<file path="src/mcfl_defs.svh">
// constants for the command frame link: frame layout, status codes, sizes
`ifndef MCFL_DEFS_SVH
`define MCFL_DEFS_SVH

`define MCFL_CORE_BYTES    4'd7
`define MCFL_SERIAL_BYTES  4'd9
`define MCFL_VALUE_BYTES   4'd4
`define MCFL_REPLY_ADDR    8'h02
`define MCFL_MODULE_ADDR   8'h01

`define MCFL_ST_OK         8'h64
`define MCFL_ST_STORED     8'h65
`define MCFL_ST_CHECKSUM   8'h01
`define MCFL_ST_BAD_CMD    8'h02
`define MCFL_ST_BAD_TYPE   8'h03
`define MCFL_ST_BAD_VALUE  8'h04
`define MCFL_ST_LOCKED     8'h05
`define MCFL_ST_NOT_AVAIL  8'h06

`define MCFL_FIFO_DEPTH    8
`define MCFL_FIFO_WIDTH    8

`endif

</file>
<file path="src/mcfl_fifo.sv">
// holds no code: the reply byte fifo module stands beside the link logic in mcfl_link.sv

</file>
<file path="src/mcfl_pkg.sv">
// types for the command frame link
package mcfl_pkg;

    typedef enum logic [2:0] {
        MCFL_RX,
        MCFL_EXEC,
        MCFL_WAIT,
        MCFL_TX
    } mcfl_state_t;

endpackage

</file>
<file path="src/mcfl_link.sv">
// command frame receiver, executor handshake and reply framer
`timescale 1ns/100ps
`include "mcfl_defs.svh"

// Function
// - command core is seven bytes: command, type, selector, four-byte value
// - serial command frame is nine bytes: address, core, checksum
// - value travels most significant byte first both directions
// - command checksum is byte sum of eight preceding bytes
// - serial reply: reply addr, module addr, status, command, value, checksum
// - reply checksum is byte sum of all other reply bytes
// - exactly one reply for each command frame carrying this module address (every frame in can mode)
// - reply sent only after executor reports the action finished; a checksum error reply goes out without the executor
// - device never transmits unsolicited; drives bus only for replies
// - strictly master/slave; device only responds
// - can mode: commands have no address or checksum byte
// - can mode: replies have no reply address or checksum byte, but keep the module address
// - status 100 when command executes without error
// - status 101 when command stored to program memory
// - errors: 1 checksum, 2 command, 3 type, 4 value, 5 locked, 6 unavailable

module mcfl_link #(
    parameter logic [7:0] MODULE_ADDR = `MCFL_MODULE_ADDR,
    parameter logic [7:0] REPLY_ADDR  = `MCFL_REPLY_ADDR,
    parameter int         FIFO_DEPTH  = `MCFL_FIFO_DEPTH
) (
    input  wire logic       clk_sys,
    input  wire logic       rst_n,
    input  wire logic       can_mode,
    input  wire logic [7:0] rx_data,
    input  wire logic       rx_valid,
    output logic            rx_ready,
    output logic [7:0]      tx_data,
    output logic            tx_valid,
    input  wire logic       tx_ready,
    output logic            tx_drive,
    output logic            cmd_valid,
    output logic [7:0]      cmd_code,
    output logic [7:0]      cmd_type,
    output logic [7:0]      cmd_select,
    output logic [31:0]     cmd_value,
    input  wire logic       exe_done,
    input  wire logic [7:0] exe_status,
    input  wire logic [31:0] exe_value
);
    // ------------------------------------------------------------
    // receive side
    // ------------------------------------------------------------
    mcfl_pkg::mcfl_state_t state;
    logic [3:0]  rx_idx;
    logic [7:0]  rx_sum;
    logic        addr_ok;
    logic        sum_bad;
    logic [3:0]  rx_last;
    logic        rx_take;
    logic [7:0]  st_reg;
    logic [31:0] val_reg;
    logic [3:0]  tx_idx;
    logic [3:0]  tx_last;
    logic [7:0]  tx_sum;
    logic [7:0]  next_byte;
    logic        f_valid;
    logic        f_ready;
    logic        frame_end;

    assign rx_last  = can_mode ? `MCFL_CORE_BYTES - 4'd1 : `MCFL_SERIAL_BYTES - 4'd1;
    assign rx_ready = (state == mcfl_pkg::MCFL_RX);
    assign rx_take  = rx_valid && rx_ready;
    assign frame_end = rx_take && (rx_idx == rx_last);

    function automatic logic [3:0] core_pos(input logic [3:0] idx, input logic can);
        core_pos = can ? idx : idx - 4'd1;
    endfunction

    always_ff @(posedge clk_sys or negedge rst_n) begin
        if (!rst_n) begin
            rx_idx  <= '0;
            rx_sum  <= '0;
            addr_ok <= 1'b0;
        end else if (rx_take) begin
            rx_idx <= frame_end ? 4'd0 : rx_idx + 4'd1;
            rx_sum <= frame_end ? 8'h00 : rx_sum + rx_data;
            if (rx_idx == 4'd0) begin
                addr_ok <= can_mode || (rx_data == MODULE_ADDR);
            end
        end
    end

    always_ff @(posedge clk_sys or negedge rst_n) begin
        if (!rst_n) begin
            cmd_code   <= '0;
            cmd_type   <= '0;
            cmd_select <= '0;
            cmd_value  <= '0;
        end else if (rx_take && !(rx_idx == 4'd0 && !can_mode) && !(rx_idx == 4'd8)) begin
            case (core_pos(rx_idx, can_mode))
                4'd0: cmd_code <= rx_data;
                4'd1: cmd_type <= rx_data;
                4'd2: cmd_select <= rx_data;
                default: cmd_value <= {cmd_value[23:0], rx_data};
            endcase
        end
    end

    // ------------------------------------------------------------
    // sequencing
    // ------------------------------------------------------------
    always_ff @(posedge clk_sys or negedge rst_n) begin
        if (!rst_n) begin
            state     <= mcfl_pkg::MCFL_RX;
            cmd_valid <= 1'b0;
            sum_bad   <= 1'b0;
            st_reg    <= '0;
            val_reg   <= '0;
        end else begin
            cmd_valid <= 1'b0;
            case (state)
                mcfl_pkg::MCFL_RX: begin
                    if (frame_end && (can_mode || addr_ok || rx_idx == 4'd0)) begin
                        sum_bad <= !can_mode && (rx_sum != rx_data);
                        if (!can_mode && (rx_sum != rx_data)) begin
                            st_reg  <= `MCFL_ST_CHECKSUM;
                            val_reg <= '0;
                            state   <= mcfl_pkg::MCFL_TX;
                        end else begin
                            cmd_valid <= 1'b1;
                            state     <= mcfl_pkg::MCFL_WAIT;
                        end
                    end
                end
                mcfl_pkg::MCFL_WAIT: begin
                    // reply only after the action finished
                    if (exe_done) begin
                        st_reg  <= exe_status;
                        val_reg <= exe_value;
                        state   <= mcfl_pkg::MCFL_TX;
                    end
                end
                mcfl_pkg::MCFL_TX: begin
                    if (f_valid && f_ready && tx_idx == tx_last) begin
                        state <= mcfl_pkg::MCFL_EXEC;
                    end
                end
                mcfl_pkg::MCFL_EXEC: begin
                    // wait until the fifo has drained so the bus is free again
                    if (!tx_valid) begin
                        state <= mcfl_pkg::MCFL_RX;
                    end
                end
                default: state <= mcfl_pkg::MCFL_RX;
            endcase
        end
    end

    // ------------------------------------------------------------
    // reply framer
    // ------------------------------------------------------------
    // can reply keeps the module address, so it is seven bytes long
    assign tx_last = can_mode ? `MCFL_CORE_BYTES - 4'd1 : `MCFL_SERIAL_BYTES - 4'd1;
    assign f_valid = (state == mcfl_pkg::MCFL_TX);

    // reply byte order; can drops framing bytes
    always_comb begin
        next_byte = 8'h00;
        case (can_mode ? tx_idx + 4'd1 : tx_idx)
            4'd0: next_byte = REPLY_ADDR;
            4'd1: next_byte = MODULE_ADDR;
            // status as reported: 100, 101 or an error code
            4'd2: next_byte = st_reg;
            4'd3: next_byte = cmd_code;
            4'd4: next_byte = val_reg[31:24];
            4'd5: next_byte = val_reg[23:16];
            4'd6: next_byte = val_reg[15:8];
            4'd7: next_byte = val_reg[7:0];
            4'd8: next_byte = tx_sum;
            default: next_byte = 8'h00;
        endcase
    end

    always_ff @(posedge clk_sys or negedge rst_n) begin
        if (!rst_n) begin
            tx_idx <= '0;
            tx_sum <= '0;
        end else if (f_valid && f_ready) begin
            tx_idx <= (tx_idx == tx_last) ? 4'd0 : tx_idx + 4'd1;
            tx_sum <= (tx_idx == tx_last) ? 8'h00 : tx_sum + next_byte;
        end
    end

    // bus driven only while reply bytes are pending
    assign tx_drive = (state == mcfl_pkg::MCFL_TX) || (state == mcfl_pkg::MCFL_EXEC);

    mcfl_fifo #(
        .WIDTH (`MCFL_FIFO_WIDTH),
        .DEPTH (FIFO_DEPTH)
    ) u_fifo (
        .clk_sys   (clk_sys),
        .rst_n     (rst_n),
        .in_data   (next_byte),
        .in_valid  (f_valid),
        .in_ready  (f_ready),
        .out_data  (tx_data),
        .out_valid (tx_valid),
        .out_ready (tx_ready)
    );

    // ------------------------------------------------------------
    // checks
    // ------------------------------------------------------------
    a_no_unsolicited:
    assert property (@(posedge clk_sys) disable iff (!rst_n)
        tx_valid |-> tx_drive)
        else $error("reply byte outside reply phase");

    a_one_reply:
    assert property (@(posedge clk_sys) disable iff (!rst_n)
        cmd_valid |-> (state == mcfl_pkg::MCFL_WAIT) && (tx_idx == 4'd0))
        else $error("command did not await its reply");

    a_reply_after_done:
    assert property (@(posedge clk_sys) disable iff (!rst_n)
        (state == mcfl_pkg::MCFL_WAIT && !exe_done) |=> !f_valid)
        else $error("reply started before execution done");

    a_status_copy:
    assert property (@(posedge clk_sys) disable iff (!rst_n)
        (state == mcfl_pkg::MCFL_WAIT && exe_done) |=> (st_reg == $past(exe_status)))
        else $error("status not taken from executor");

    a_sum_error:
    assert property (@(posedge clk_sys) disable iff (!rst_n)
        (frame_end && !can_mode && addr_ok && rx_sum != rx_data && state == mcfl_pkg::MCFL_RX)
        |=> (st_reg == `MCFL_ST_CHECKSUM) && !cmd_valid)
        else $error("checksum error not reported");

    a_foreign_addr:
    assert property (@(posedge clk_sys) disable iff (!rst_n)
        (frame_end && !can_mode && !addr_ok && rx_idx != 4'd0) |=> (state == mcfl_pkg::MCFL_RX))
        else $error("foreign frame answered");

    a_echo_cmd:
    assert property (@(posedge clk_sys) disable iff (!rst_n)
        (f_valid && (can_mode ? tx_idx == 4'd2 : tx_idx == 4'd3)) |-> next_byte == cmd_code)
        else $error("command number not echoed");

    a_frame_len:
    assert property (@(posedge clk_sys) disable iff (!rst_n)
        cmd_valid |-> $past(frame_end) && ($past(rx_idx) == (can_mode ? 4'd6 : 4'd8)))
        else $error("command issued before the frame was complete");

    a_sum_status:
    assert property (@(posedge clk_sys) disable iff (!rst_n)
        (f_valid && sum_bad) |-> (st_reg == `MCFL_ST_CHECKSUM) && (val_reg == '0))
        else $error("checksum reply carries wrong status or value");

    a_value_copy:
    assert property (@(posedge clk_sys) disable iff (!rst_n)
        (state == mcfl_pkg::MCFL_WAIT && exe_done) |=> (val_reg == $past(exe_value)))
        else $error("reply value not taken from executor");

    // helper: reply bytes handed to the fifo since the link last listened
    logic [3:0] push_cnt;

    always_ff @(posedge clk_sys or negedge rst_n) begin
        if (!rst_n) begin
            push_cnt <= '0;
        end else if (state == mcfl_pkg::MCFL_RX) begin
            push_cnt <= '0;
        end else if (f_valid && f_ready) begin
            push_cnt <= push_cnt + 4'd1;
        end
    end

    a_reply_len:
    assert property (@(posedge clk_sys) disable iff (!rst_n)
        (state == mcfl_pkg::MCFL_EXEC)
        |-> (push_cnt == (can_mode ? `MCFL_CORE_BYTES : `MCFL_SERIAL_BYTES)))
        else $error("reply length wrong for the link");

endmodule

// ----------------------------------------------------------------
// reply byte fifo
// ----------------------------------------------------------------
module mcfl_fifo #(
    parameter int WIDTH = 8,
    parameter int DEPTH = 8
) (
    input  wire logic             clk_sys,
    input  wire logic             rst_n,
    input  wire logic [WIDTH-1:0] in_data,
    input  wire logic             in_valid,
    output logic                  in_ready,
    output logic      [WIDTH-1:0] out_data,
    output logic                  out_valid,
    input  wire logic             out_ready
);
    localparam int AW = $clog2(DEPTH);

    logic [WIDTH-1:0] mem [DEPTH];
    logic [AW-1:0]    wr_ptr;
    logic [AW-1:0]    rd_ptr;
    logic [AW:0]      count;
    logic             push;
    logic             pop;

    assign in_ready  = (count != (AW+1)'(DEPTH));
    assign out_valid = (count != '0);
    assign push      = in_valid && in_ready;
    assign pop       = out_valid && out_ready;
    assign out_data  = mem[rd_ptr];

    always_ff @(posedge clk_sys) begin
        if (push) begin
            mem[wr_ptr] <= in_data;
        end
    end

    always_ff @(posedge clk_sys or negedge rst_n) begin
        if (!rst_n) begin
            wr_ptr <= '0;
            rd_ptr <= '0;
            count  <= '0;
        end else begin
            if (push) begin
                wr_ptr <= (wr_ptr == AW'(DEPTH-1)) ? '0 : wr_ptr + 1'b1;
            end
            if (pop) begin
                rd_ptr <= (rd_ptr == AW'(DEPTH-1)) ? '0 : rd_ptr + 1'b1;
            end
            count <= count + (AW+1)'(push) - (AW+1)'(pop);
        end
    end

endmodule

</file>
<file path="config.mk">
export PLATFORM = sky130hd
export DESIGN_NAME = mcfl_link
export DESIGN_NICKNAME = d
export VERILOG_FILES = /design/src/mcfl_fifo.sv /design/src/mcfl_pkg.sv /design/src/mcfl_link.sv
export VERILOG_INCLUDE_DIRS = /design/src /design/src/src
export SDC_FILE = /design/constraint.sdc
export NUM_CORES = 1
export LEC_CHECK = 0
export BUFFER_PORTS_ARGS = -buffer_cell sky130_fd_sc_hd__buf_4
export CORE_AREA = 5 5 127 129
export DETAILED_ROUTE_END_ITERATION = 6
export DIE_AREA = 0 0 132 134
export GPL_TIMING_DRIVEN = 0
export PLACE_DENSITY = 0.84
export SYNTH_ARGS = -nofsm -noshare
export SYNTH_HDL_FRONTEND = slang
export SYNTH_SLANG_ARGS = --single-unit
</file>
<file path="constraint.sdc">
create_clock -name clk_sys -period 5.25 [get_ports clk_sys]
set_clock_uncertainty 0.05 [all_clocks]
set_input_delay 1.05 -clock clk_sys [delete_from_list [all_inputs] [get_ports clk_sys]]
set_output_delay 1.05 -clock clk_sys [all_outputs]
set_load 0.05 [all_outputs]
</file>
==> tab_implementation.tex <==
\begin{tabular}{lr}
\hline
Metric & Value \\
\hline
\multicolumn{2}{l}{\textbf{Outcome}} \\
Result of the run & complete, no violations \\
\multicolumn{2}{l}{\textbf{Synth}} \\
Post-synthesis sequential area ratio & 58.2\% \\
Register bit total from synthesis & 198 \\
Number of warning messages in the yosys log & 0 \\
Cell count after synthesis & 676 \\
Post-synthesis cell type with the largest combined area & dfrtp\_1 \\
Post-synth EDFFs & 64 \\
Fraction of post-synthesis cell area in the top cell type by area & 37.0\% \\
Post-synth net total & 760 \\
Ys flop type & dfrtp\_1 \\
Number of library cell types mapped by synthesis & 63 \\
Synth Cell Area & 0.00906 mm² \\
Share of synthesized registers carrying an async set or reset & 67.7\% \\
Top cells by area in the synthesized netlist & dfrtp\_1, edfxtp\_1, mux2\_2 \\
Average size of a mapped cell & 13.4 µm² \\
\multicolumn{2}{l}{\textbf{Final layout}} \\
Area growth from synthesis to layout & 19.8\% \\
Fraction of layout instances using a drive strength above 1 & 30.7\% \\
Layout Cells excl Fill & 1,018 \\
Number of flip-flops under the largest register name & 64 \\
Fillers & 943 \\
Diode insertion count for antenna repair & 0 \\
Net total in the final layout & 901 \\
\multicolumn{2}{l}{\textbf{Timing}} \\
RSZ-0062 raised after global routing & no \\
Hold slack & 0.441 ns \\
Max Fclk & 232 MHz \\
Shortest clock period the worst path allows after layout & 4.31 ns \\
Pins Over Slew Limit & 0 \\
Setup violators final & 0 \\
Worst max-slew margin expressed relative to the limit & 9.21\% \\
Hold violation count in the final report & 0 \\
Sum of negative setup slack & 0 ns \\
Final worst-path cycle share & 82.0\% \\
Transition time at the pin with the least slew margin & 1.35 ns \\
\multicolumn{2}{l}{\textbf{Routing}} \\
Post-detailed-route wirelength per cell & 20.8 µm \\
Via count & 6,360 \\
Count of unresolved DRC violations after routing & 0 \\
First DRT Iteration DRCs & 687 \\
First-pass DRT Iterations & 6 \\
Post-route antenna net violation count & 0 \\
Total detailed-routing wirelength & 21,200 µm \\
Via-per-instance ratio & 6.25 \\
\multicolumn{2}{l}{\textbf{GRT}} \\
Grt met3 use & 5.40\% \\
Pin count of the biggest net entering global routing & 83 \\
Number of global-route vias before repair & 6,580 \\
Global-route wire length before repair & 35,300 µm \\
Number of antenna violations at the first check in global routing & 0 \\
GRT met2 Usage & 39.8\% \\
Met1 track demand over resource in global routing & 33.8\% \\
Gr busiest metal & met2 \\
Overall track demand over capacity in global routing & 24.8\% \\
Overflow left after global routing & 0 \\
\multicolumn{2}{l}{\textbf{CTS}} \\
CTS Buffer Depth & 2 \\
Number of buffers inserted for hold repair after clock tree synthesis & 0 \\
Inserted Clock Buffers & 17 \\
\# Post-CTS Setup Buffers & 0 \\
Clock latency reported for the late side of the worst-skew pair & 0.43 ns \\
Clock-pin transition on the worst setup and hold timing paths & 0.07 ns \\
TritonCTS clock tree & done \\
Clock sinks & 198 \\
CTS resizes & 0 \\
Cell at the root of the clock tree & clkbuf\_16 \\
H-tree depth reported by CTS & 4 \\
\multicolumn{2}{l}{\textbf{Floorplanning}} \\
Die extent in y & 134 µm \\
Horizontal die dimension & 132 µm \\
Starting density of the core & 60.8\% \\
Number of placement rows & 45 \\
Placeable core region & 0.0149 mm² \\
Area of the die & 0.0177 mm² \\
IO Pins & 122 \\
\multicolumn{2}{l}{\textbf{Setup path}} \\
Arrival time at the worst endpoint & 4.57 ns \\
Data required time at the worst endpoint & 5.52 ns \\
Maximum fanout along the worst path & 10 \\
Worst setup EP type & flop \\
Worst setup SP type & primary input \\
Critical setup path kind & primary input to flop \\
\multicolumn{2}{l}{\textbf{Placed design}} \\
Cell count after placement & 986 \\
Hpwl dp & 15,100 µm \\
Port Buffer Count & 119 \\
Final RePlAce weighted congestion & 0.841 \\
\multicolumn{2}{l}{\textbf{Pwr}} \\
Max VDD drop & 0.000516 V \\
Power, Total & 0.00716 W \\
P\_leak & 4.70 nW \\
Sequential share of power & 35.1\% \\
Logic gate share of total power & 46.6\% \\
Total net switching power & 0.00307 W \\
Sw frac & 42.9\% \\
Clock Power Share & 18.3\% \\
Ratio of total power to cell area & 659 mW/mm² \\
Cell-internal power & 0.00409 W \\
\multicolumn{2}{l}{\textbf{Min path}} \\
Min-delay worst type & flop to flop \\
\multicolumn{2}{l}{\textbf{Job}} \\
Number of violations of the max-capacitance limit & 0 \\
\hline
\end{tabular}
routing by layer:
| metal | vias up | part of all wire (%) |
|---|---|---|
| li1 | 2836 | - |
| met1 | 3185 | 42 |
| met2 | 297 | 49 |
| met3 | 42 | 6.3 |
| met4 | 0 | 2.9 |
| met5 | - | 0 |
power by group through the flow:
stage                     Combinational, W  Sequential [W]  Clock, W
after floorplan                    0.00171         0.00314         0
after global placement             0.00319         0.00248         0
after detailed placement           0.00332         0.00252         0
after CTS                          0.00335         0.00250   0.00132
after global routing               0.00358         0.00256   0.00140
final                              0.00334         0.00251   0.00131
layout make-up:
type	count	area (µm²)	area share, %
buffer	34	204	1.88
clock buffer	19	454	4.18
clock inverter	13	139	1.28
inverter	20	75.1	0.691
multi-input combinational	424	3530	32.6
sequential	198	5280	48.6
tap	188	235	2.17
timing repair buffer	122	940	8.66
critical path: stages:
cell,delay (ns)
buf_4,0.14
buf_6,0.16
a211oi_1,0.09
a31oi_2,0.27
nor2_1,0.22
a222oi_1,0.54
nand3_1,0.47
ha_1,0.50
nand4_1,0.14
nand4_1,0.11
o211ai_1,0.14
nor3b_1,0.17
mux2_1,0.31
a221o_1,0.26
placed cells by master (no fill, tap or decap), types with 4 or more instances in the layout:
cell type,instances
a21o_1,11
a21oi_1,21
a222oi_1,5
a22o_1,41
a22oi_1,15
buf_2,9
buf_4,125
buf_6,7
clkbuf_1,12
clkbuf_16,18
dfrtp_1,134
edfxtp_1,64
ha_1,27
inv_1,16
mux2_1,22
mux2_2,46
mux4_2,16
nand2_1,49
nand2b_1,5
nand3_1,16
nor2_1,25
nor3_1,15
nor3b_1,4
o21ai_0,19
o31ai_1,5
xnor2_1,9
xor2_1,10
synthesized netlist by cell type (all sizes together), types with 2 or more instances:
| cell | n |
|---|---|
| nor4b | 3 |
| a222oi | 5 |
| a21oi | 21 |
| a32oi | 3 |
| mux2i | 3 |
| buf | 22 |
| o31ai | 5 |
| a21o | 11 |
| o211ai | 2 |
| mux2 | 68 |
| ha | 27 |
| xor2 | 10 |
| or3 | 3 |
| edfxtp | 64 |
| a211oi | 3 |
| nor4 | 4 |
| nor2 | 28 |
| mux4 | 16 |
| nand3 | 16 |
| nand3b | 2 |
| nand2 | 50 |
| clkbuf | 12 |
| xnor2 | 9 |
| a221oi | 3 |
| and2 | 2 |
| o21ai | 21 |
| nor3b | 5 |
| nor3 | 17 |
| a31oi | 3 |
| a22o | 41 |
| nand4 | 3 |
| inv | 19 |
| o32a | 2 |
| nor2b | 4 |
| fa | 3 |
| and3 | 2 |
| dfrtp | 134 |
| a22oi | 15 |
| nand2b | 5 |
metrics by stage:
stage          instance area, µm²  setup WS (ns)  utilization (%)
2_1_floorplan                9060           1.30                -
3_3_place_gp                10200          0.775             68.3
3_5_place_dp                10300          0.592             68.8
4_1_cts                     10900           1.02             72.7
5_1_grt                     10900          0.723             72.8
6_report                    10900          0.943             72.8
cells by family after synthesis:
| logic type | after synthesis | share of synthesized area, % |
|---|---|---|
| AO/OA/AOI/OAI | 142 | 11.7 |
| XOR/XNOR | 19 | 1.84 |
| adder cells (fa/ha/maj) | 30 | 4.39 |
| buffers and inverters | 54 | 3.08 |
| flip-flops | 198 | 58.2 |
| multiplexers | 87 | 12.8 |
| AND/OR/NAND/NOR | 146 | 8.09 |
path summary, 6_finish.rpt:
path | from | to | slack [ns] | cells after the start
min in group asynchronous | rst_n | cmd_type[3]$_DFFE_PN0P_ | 0.50 | 1
hold reg to reg | cmd_value[31]$_DFFE_PN0P_ | cmd_value[31]$_DFFE_PN0P_ | 0.44 | 1
max in group asynchronous | rst_n | state[0]$_DFFE_PN0P_ | 3.89 | 2
setup / recovery | can_mode | tx_sum[7]$_DFFE_PN0P_ | 0.94 | 14
setup reg to reg | tx_idx[0]$_DFFE_PN0P_ | tx_sum[7]$_DFFE_PN0P_ | 0.95 | 13
hold / removal | cmd_value[31]$_DFFE_PN0P_ | cmd_value[31]$_DFFE_PN0P_ | 0.44 | 1
No activity file was read; power rests on OpenSTA's default activity.
